`src/hw/isj_pkg.sv`:
```
// shared constants and types for the inc/dec/skip/jump execute core
`default_nettype none
package isj_pkg;
  // ------------------------------------------------------------
  // widths
  // ------------------------------------------------------------
  localparam int unsigned WORD_W = 14;
  localparam int unsigned DATA_W = 8;
  localparam int unsigned FADDR_W = 7;
  localparam int unsigned PC_W = 12;
  localparam int unsigned OPC_W = 6;
  localparam int unsigned JOPC_W = 2;

  // ------------------------------------------------------------
  // field positions in the instruction word
  // ------------------------------------------------------------
  localparam int unsigned OPC_LSB = 8;
  localparam int unsigned JOPC_LSB = 12;
  localparam int unsigned DEST_BIT = 7;
  localparam int unsigned FADDR_LSB = 0;
  localparam int unsigned JADDR_LSB = 0;

  // ------------------------------------------------------------
  // opcode encodings
  // ------------------------------------------------------------
  localparam logic [OPC_W-1:0] OPC_DEC_FILE = 6'h03;
  localparam logic [OPC_W-1:0] OPC_DEC_SKIP_NULL = 6'h0b;
  localparam logic [OPC_W-1:0] OPC_INC_FILE = 6'h0a;
  localparam logic [JOPC_W-1:0] JOPC_ABS_JUMP = 2'h3;
  localparam logic DEST_ACC = 1'h0;
  localparam logic DEST_FILE = 1'h1;

  // ------------------------------------------------------------
  // reset values and arithmetic constants
  // ------------------------------------------------------------
  localparam logic [PC_W-1:0] PC_RESET = 12'h000;
  localparam logic [PC_W-1:0] PC_STEP = 12'h001;
  localparam logic [DATA_W-1:0] ACC_RESET = 8'h00;
  localparam logic [DATA_W-1:0] DATA_ONE = 8'h01;
  localparam logic [DATA_W-1:0] DATA_NULL = 8'h00;
  localparam logic [FADDR_W-1:0] FADDR_RESET = 7'h00;

  // ------------------------------------------------------------
  // types
  // ------------------------------------------------------------
  typedef enum logic [1:0] {
    ISJ_ST_EXEC = 2'b01,
    ISJ_ST_NOP = 2'b10
  } isj_state_e;

  typedef struct packed {
    logic en;
    logic [FADDR_W-1:0] addr;
    logic [DATA_W-1:0] data;
  } isj_fwrite_s;

  typedef struct packed {
    logic dec_file;
    logic dec_skip;
    logic inc_file;
    logic abs_jump;
    logic dest;
    logic [FADDR_W-1:0] faddr;
    logic [PC_W-1:0] target;
  } isj_decode_s;

  typedef struct packed {
    isj_state_e st;
    logic nop_adv;
    logic [PC_W-1:0] pc;
    logic [DATA_W-1:0] acc;
    logic null_flag;
    isj_fwrite_s fwr;
    logic retire;
    logic discard;
  } isj_core_s;
endpackage : isj_pkg
`default_nettype wire

```
`src/hw/isj_file_regs.sv`:
```
// file register array with one write port, a preload port and a read port
`default_nettype none
module isj_file_regs #(
  parameter int unsigned DW = isj_pkg::DATA_W,
  parameter int unsigned AW = isj_pkg::FADDR_W
) (
  input wire logic core_clk_i,
  input wire logic ld_en_i,
  input wire logic [AW-1:0] ld_addr_i,
  input wire logic [DW-1:0] ld_data_i,
  input wire logic wr_en_i,
  input wire logic [AW-1:0] wr_addr_i,
  input wire logic [DW-1:0] wr_data_i,
  input wire logic [AW-1:0] rd_addr_i,
  output logic [DW-1:0] rd_data_o
);
  // ------------------------------------------------------------
  // storage
  // ------------------------------------------------------------
  logic [DW-1:0] mem [2**AW];

  // core write wins over preload on the same address
  always_ff @(posedge core_clk_i) begin
    if (wr_en_i) begin
      mem[wr_addr_i] <= wr_data_i;
    end
    if (ld_en_i && !(wr_en_i && wr_addr_i == ld_addr_i)) begin
      mem[ld_addr_i] <= ld_data_i;
    end
  end

  // asynchronous read so read-modify-write fits one cycle
  assign rd_data_o = mem[rd_addr_i];
endmodule : isj_file_regs
`default_nettype wire

```
`src/hw/isj_core.sv`:
```
// execute core for file decrement, decrement-skip, increment and absolute jump
`default_nettype none
// Contract
// RL1: 000011 decodes as file decrement
// RL2: dest bit 0 to accumulator, 1 to file
// RL3: decrement sets null flag on zero, one cycle
// RL4: 001011 decrement-skip, null flag kept
// RL5: zero result discards next word, two cycles
// RL6: nonzero result runs next word, one cycle
// RL7: bit 7 dest, bits 6..0 file address
// RL8: top bits 11 load 12-bit jump target
// RL9: jump takes two cycles, flags kept
// RL10: 001010 increments file, dest as decoded
// RL11: increment wraps, null flag on zero, one cycle
// RL12: otherwise program counter advances by one
module isj_core (
  input wire logic core_clk_i,
  input wire logic reset_n_i,
  input wire logic [isj_pkg::WORD_W-1:0] instr_i,
  input wire logic file_ld_en_i,
  input wire logic [isj_pkg::FADDR_W-1:0] file_ld_addr_i,
  input wire logic [isj_pkg::DATA_W-1:0] file_ld_data_i,
  output logic [isj_pkg::PC_W-1:0] pc_o,
  output logic [isj_pkg::DATA_W-1:0] acc_o,
  output logic null_flag_o,
  output logic file_wr_en_o,
  output logic [isj_pkg::FADDR_W-1:0] file_wr_addr_o,
  output logic [isj_pkg::DATA_W-1:0] file_wr_data_o,
  output logic retire_o,
  output logic discard_o
);
  // ------------------------------------------------------------
  // decode
  // ------------------------------------------------------------
  function automatic isj_pkg::isj_decode_s decode(input logic [isj_pkg::WORD_W-1:0] w);
    isj_pkg::isj_decode_s d;
    d = '0;
    d.dec_file = w[isj_pkg::OPC_LSB +: isj_pkg::OPC_W] == isj_pkg::OPC_DEC_FILE; // RL1
    d.dec_skip = w[isj_pkg::OPC_LSB +: isj_pkg::OPC_W] == isj_pkg::OPC_DEC_SKIP_NULL; // RL4
    d.inc_file = w[isj_pkg::OPC_LSB +: isj_pkg::OPC_W] == isj_pkg::OPC_INC_FILE; // RL10
    d.abs_jump = w[isj_pkg::JOPC_LSB +: isj_pkg::JOPC_W] == isj_pkg::JOPC_ABS_JUMP; // RL8
    d.dest = w[isj_pkg::DEST_BIT]; // RL7
    d.faddr = w[isj_pkg::FADDR_LSB +: isj_pkg::FADDR_W]; // RL7
    d.target = w[isj_pkg::JADDR_LSB +: isj_pkg::PC_W]; // RL8
    return d;
  endfunction

  function automatic logic [isj_pkg::PC_W-1:0] pc_inc(input logic [isj_pkg::PC_W-1:0] p);
    return p + isj_pkg::PC_STEP;
  endfunction

  // ------------------------------------------------------------
  // state and datapath signals
  // ------------------------------------------------------------
  isj_pkg::isj_core_s s;
  isj_pkg::isj_core_s next_s;
  isj_pkg::isj_decode_s dc;
  logic [isj_pkg::DATA_W-1:0] fval;
  logic [isj_pkg::DATA_W-1:0] res;
  logic in_exec;
  logic wr_op;
  logic fwr_go;

  assign dc = decode(instr_i);
  assign in_exec = s.st == isj_pkg::ISJ_ST_EXEC;
  assign wr_op = dc.dec_file || dc.dec_skip || dc.inc_file;
  // no file write while the core is held in reset
  assign fwr_go = next_s.fwr.en && reset_n_i;

  // increment wraps from ff to 00 by plain width truncation
  assign res = dc.inc_file ? fval + isj_pkg::DATA_ONE : fval - isj_pkg::DATA_ONE; // RL1 RL11

  isj_file_regs #(
    .DW(isj_pkg::DATA_W),
    .AW(isj_pkg::FADDR_W)
  ) u_file_regs (
    .core_clk_i(core_clk_i),
    .ld_en_i(file_ld_en_i),
    .ld_addr_i(file_ld_addr_i),
    .ld_data_i(file_ld_data_i),
    .wr_en_i(fwr_go),
    .wr_addr_i(next_s.fwr.addr),
    .wr_data_i(next_s.fwr.data),
    .rd_addr_i(dc.faddr),
    .rd_data_o(fval)
  );

  // ------------------------------------------------------------
  // next state
  // ------------------------------------------------------------
  always_comb begin
    next_s = s;
    next_s.fwr.en = 1'b0;
    next_s.retire = 1'b0;
    next_s.discard = 1'b0;
    case (s.st)
      isj_pkg::ISJ_ST_EXEC: begin
        next_s.retire = 1'b1;
        // any word not decoded below just steps, so later ops can slot in
        next_s.pc = pc_inc(s.pc); // RL6 RL12
        if (wr_op) begin
          if (dc.dest == isj_pkg::DEST_FILE) begin
            next_s.fwr.en = 1'b1; // RL2
            next_s.fwr.addr = dc.faddr; // RL7
            next_s.fwr.data = res;
          end else begin
            next_s.acc = res; // RL2
          end
          // the skip form leaves the null flag alone
          if (!dc.dec_skip) begin
            next_s.null_flag = res == isj_pkg::DATA_NULL; // RL3 RL11
          end
          if (dc.dec_skip && res == isj_pkg::DATA_NULL) begin
            next_s.st = isj_pkg::ISJ_ST_NOP; // RL5
            next_s.nop_adv = 1'b1;
          end
        end else if (dc.abs_jump) begin
          next_s.pc = dc.target; // RL8
          next_s.st = isj_pkg::ISJ_ST_NOP; // RL9
          next_s.nop_adv = 1'b0;
        end
      end
      isj_pkg::ISJ_ST_NOP: begin
        // jump bubble holds the target, skip bubble steps over the word
        next_s.discard = 1'b1;
        next_s.st = isj_pkg::ISJ_ST_EXEC;
        if (s.nop_adv) begin
          next_s.pc = pc_inc(s.pc); // RL5
        end
      end
      default: begin
        next_s.st = isj_pkg::ISJ_ST_EXEC;
      end
    endcase
  end

  // ------------------------------------------------------------
  // state register
  // ------------------------------------------------------------
  always_ff @(posedge core_clk_i or negedge reset_n_i) begin
    if (!reset_n_i) begin
      s.st <= isj_pkg::ISJ_ST_EXEC;
      s.nop_adv <= 1'b0;
      s.pc <= isj_pkg::PC_RESET;
      s.acc <= isj_pkg::ACC_RESET;
      s.null_flag <= 1'b0;
      s.fwr.en <= 1'b0;
      s.fwr.addr <= isj_pkg::FADDR_RESET;
      s.fwr.data <= isj_pkg::DATA_NULL;
      s.retire <= 1'b0;
      s.discard <= 1'b0;
    end else begin
      s <= next_s;
    end
  end

  // ------------------------------------------------------------
  // outputs
  // ------------------------------------------------------------
  assign pc_o = s.pc;
  assign acc_o = s.acc;
  assign null_flag_o = s.null_flag;
  assign file_wr_en_o = s.fwr.en;
  assign file_wr_addr_o = s.fwr.addr;
  assign file_wr_data_o = s.fwr.data;
  assign retire_o = s.retire;
  assign discard_o = s.discard;

  logic ex_dec;
  logic ex_dsk;
  logic ex_inc;
  logic ex_jmp;
  logic ex_other;
  assign ex_dec = in_exec && dc.dec_file;
  assign ex_dsk = in_exec && dc.dec_skip;
  assign ex_inc = in_exec && dc.inc_file;
  assign ex_jmp = in_exec && dc.abs_jump;
  assign ex_other = in_exec && !wr_op && !dc.abs_jump;
endmodule : isj_core
`default_nettype wire

```
`config.mk`:
```
export PLATFORM = sky130hd
export DESIGN_NAME = isj_core
export DESIGN_NICKNAME = d
export VERILOG_FILES = /design/src/hw/isj_pkg.sv /design/src/hw/isj_file_regs.sv /design/src/hw/isj_core.sv
export SDC_FILE = /design/constraint.sdc
export NUM_CORES = 2
export LEC_CHECK = 0
export BUFFER_PORTS_ARGS = -buffer_cell sky130_fd_sc_hd__buf_4
export CORE_MARGIN = 4
export CORE_UTILIZATION = 25
export DETAILED_ROUTE_END_ITERATION = 10
export GPL_TIMING_DRIVEN = 0
export MAX_ROUTING_LAYER = met4
export SYNTH_ARGS = -nofsm -noshare
export SYNTH_HDL_FRONTEND = slang
export SYNTH_SLANG_ARGS = --single-unit
```
`constraint.sdc`:
```
create_clock -name core_clk_i -period 7.47 [get_ports core_clk_i]
set_clock_uncertainty 0.2 [all_clocks]
set_input_delay 0 -clock core_clk_i [delete_from_list [all_inputs] [get_ports core_clk_i]]
set_output_delay 0 -clock core_clk_i [all_outputs]
set_load 0.005 [all_outputs]
```
==> summary.md <==
| Metric | Value |
|---|---|
| RR Startpoint | s[41] |
| Die area | roughly 0.23 mm² |
| Area Growth Syn to Fin | 15.8% |
| Tmin final | ~7.8 ns |
| R2R setup slack | -0.32 ns |
| Pwr per Cell Area | 277 mW/mm² |
| DP HPWL | about 190 mm |
| Post-synth top area cell | edfxtp_1 |
| # clock sinks | 1066 |
| Reg2reg path depth | 14 |
| Final Hold Fails | 0 |
| Cell Area, Synth | around 0.056 mm² |
| Hold Path Class | in -> reg |
| CTS HTree Levels | 3 |
| Critical Path Start Type | register |
| Seq cells post-synth | approximately 1100 |
| CP Launch Point | s[41] |
| Worst-path clk slew | 0.06 ns |
| CP arrival | 7.97 ns |
| Final ANT Viol Nets | 0 |
| Later-pin clock latency in the skew report | around 0.8 ns |
| Synth Flop Type | edfxtp_1 |
| Antenna violations before repair | 34 |
| Switching power | 5670 µW |
| Fin worst setup slack | -0.322 ns |
| Worst rel slew slack | -9.31% |
| Cell Count, Final, Fillers Out | 7303 |
| Initial DRC count | between 7000 and 8000 |
| Sequential cell area | 0.0318 mm² |
| Worst-Margin Slew | 1.64 ns |
| Gr ovfl total | 0 |
| Crit Path Category | reg -> reg |
| Fill cells | 22400 |
| Largest net degree at the start of global routing | 42 |
| Clock Tree Root | clkbuf_16 |
| Comb pwr share | 26.9% |
| Final setup viols | approximately 260 |
| Run status | finished, violations left |
| Sequential element share of the synthesized area | between 50 and 60% |
| Via count | 41700 |
| Syn Nets | 3995 |
| Synth Warn # | 0 |
| CTS tree | done |
| Port bufs | between 50 and 60 |
| GPL Wtd Cong | 1.10 |
| Leakage | 0.0213 µW |
| Pre-antenna DRT Iters | 8 |
| Clock buffer depth | 3 |
| Core area | roughly 0.22 mm² |
| Initial core utilization | between 20 and 30% |
| RSZ-0062 raised after global routing | true |
| Vias/cell | 5.71 |
| # rows | 173 |
| Most common cell in the netlist | edfxtp_1 |
| WHS Endpoint | pc_o[4] |
| Final Routed Wirelength | 263 mm |
| Worst EP required | 7.64 ns |
| Horiz. Die Dim | 481 µm |
| Final setup TNS | -36.69 ns |
| Crit-path max FO | 10 |
| Max IR drop VDD | 0.182 mV |
| Post-route clock period utilization | 104% |
| Die Ht | 481 µm |
| Seq pwr share | 40.8% |
| Async SR Flop Fraction | around 4% |
| CP endpoint kind | register |
| Layout cell share with drive strength beyond 1 | 32.8% |
| Min Hold Slack | 0.0446 ns |
| Post-synthesis cell count | slightly below 4000 |
| Sw Share | between 30% and 40% |
| Final Core Density | 29.1% |
| Failing checks | capacitance limit, slew limit, setup timing |
| Commonest cells post-synth | edfxtp_1, mux2_2, nor2_1 |
| Max Slew Vio Count | 133 |
| I/O pin total | 71 |
| Nets | 4232 |
| Post-synth EDFFs | 1024 |
| Cell depth of the worst hold path | 4 |
| Worst r2r dst | u_file_regs.mem[23][3] |
| Area of the multi-input gates | 0.0220 mm² |
| Top-area cell type share of the netlist area | a little over half |
| DRC | 0 |
| Internal | 12300 µW |
| Max-cap violations | 13 |
| Dpl cells | about 7000 |
| CTS Buf Count | approximately 120 |
| Hold Startpoint | instr_i[4] |
| Total track usage | 22.7% |
| Largest cells by area after synthesis | edfxtp_1, mux2_2, mux4_2, a21oi_1, nor2_1 |
| Routed length per placed instance | 36.0 µm |
| Synth unique cells | 75 |
| Number of global-route vias before repair | 39500 |
| Clk network pwr share | 32.3% |
| First-pass GRT wire length | between 300 and 400 mm |
| Avg Inst Size Synth | approximately 14 µm² |
| Max Clock Freq | 128 MHz |
state kept, by name, indices dropped and copies added, names as in the netlist:
signal	cells
u_file_regs.mem	1024
pc_o	12
acc_o	8
file_wr_data_o	8
file_wr_addr_o	7
s	3
discard_o	1
file_wr_en_o	1
null_flag_o	1
retire_o	1
through the flow:
step	power [µW]	setup WS [ns]	instance area [µm²]
final	17900	-0.322	64700
after global routing	18300	-0.0647	64700
after CTS	17700	0.0226	64500
after detailed placement	12000	-2.98	60300
after global placement	11900	-4.66	60100
after floorplan	10000	1.50	55900
routing by layer:
layer | wire length [µm] | track usage (%)
met5 | 0 | -
met4 | 19700 | 14.4
met3 | 36700 | 8.33
met2 | 112000 | 31.9
met1 | 94700 | 27.3
placed cells by master (no fill, tap or decap), types with 52 or more instances in the layout:
| master | n |
|---|---|
| a21oi_1 | 278 |
| nor2_1 | 331 |
| mux4_2 | 279 |
| buf_2 | 52 |
| o21ai_0 | 135 |
| nand2_1 | 120 |
| clkbuf_1 | 306 |
| buf_4 | 119 |
| o22ai_1 | 54 |
| edfxtp_1 | 1024 |
| nand3_1 | 167 |
| clkbuf_16 | 118 |
| mux2_2 | 649 |
cell type report:
| class | instances | area share, % |
|---|---|---|
| Buffer | 453 | 3.41 |
| Multi-Input combinational cell | 2408 | 34.0 |
| Clock inverter | 66 | 0.897 |
| Antenna cell | 40 | 0.155 |
| Tap cell | 2975 | 5.75 |
| Sequential cell | 1066 | 49.1 |
| Timing Repair Buffer | 123 | 1.70 |
| Inverter | 24 | 0.149 |
| Clock buffer | 148 | 4.78 |
critical path, cell delays in order, from the launching register on:
cell,delay (ns)
dfrtp_1,0.33
nand2b_1,0.17
inv_1,0.14
nand4b_1,0.82
buf_2,0.56
clkinv_1,0.70
and2_1,0.41
clkbuf_1,0.29
nand4_1,0.20
o21ai_2,0.13
nor2_2,0.70
clkbuf_1,0.74
nand2_1,0.50
buf_2,0.51
o22ai_1,0.97
worst max-delay path by stage:
| stage | end | cells past startpoint |
|---|---|---|
| 2_1_floorplan | u_file_regs.mem[68][7] | 25 |
| 3_5_place_dp | u_file_regs.mem[98][6] | 23 |
| 6_report | u_file_regs.mem[23][3] | 14 |
| 5_1_grt | u_file_regs.mem[23][3] | 14 |
| 4_1_cts | u_file_regs.mem[98][6] | 22 |
| 3_3_place_gp | u_file_regs.mem[108][6] | 22 |
kinds of logic after synthesis:
family	count (synthesis)	share of synthesized area, %
fa+ha+maj	9	0.215
simple gates	760	6.09
compound gates	603	5.96
buf+inv	480	3.86
flops	1066	56.9
mux	1026	26.9
xor+xnor	10	0.157
repair_timing:
item | 4_1_cts | 5_1_grt
pin swaps | 1 | 0
endpoints found under the setup margin | 1080 | 163
resized for setup | 68 | 12
hold buffers | 36 | 0
hold endpoints to repair | 117 | 0
buffers inserted | 5 | 2
power groups by stage:
stage               sequential (µW)  clock, µW  combinational, µW
CTS                            7330       5760               4640
global placement               7450          0               4450
floorplan                      7400          0               2630
global route                   7330       6010               4960
finish                         7330       5790               4830
detailed placement             7450          0               4540
Power figures use the tool's default switching activity.
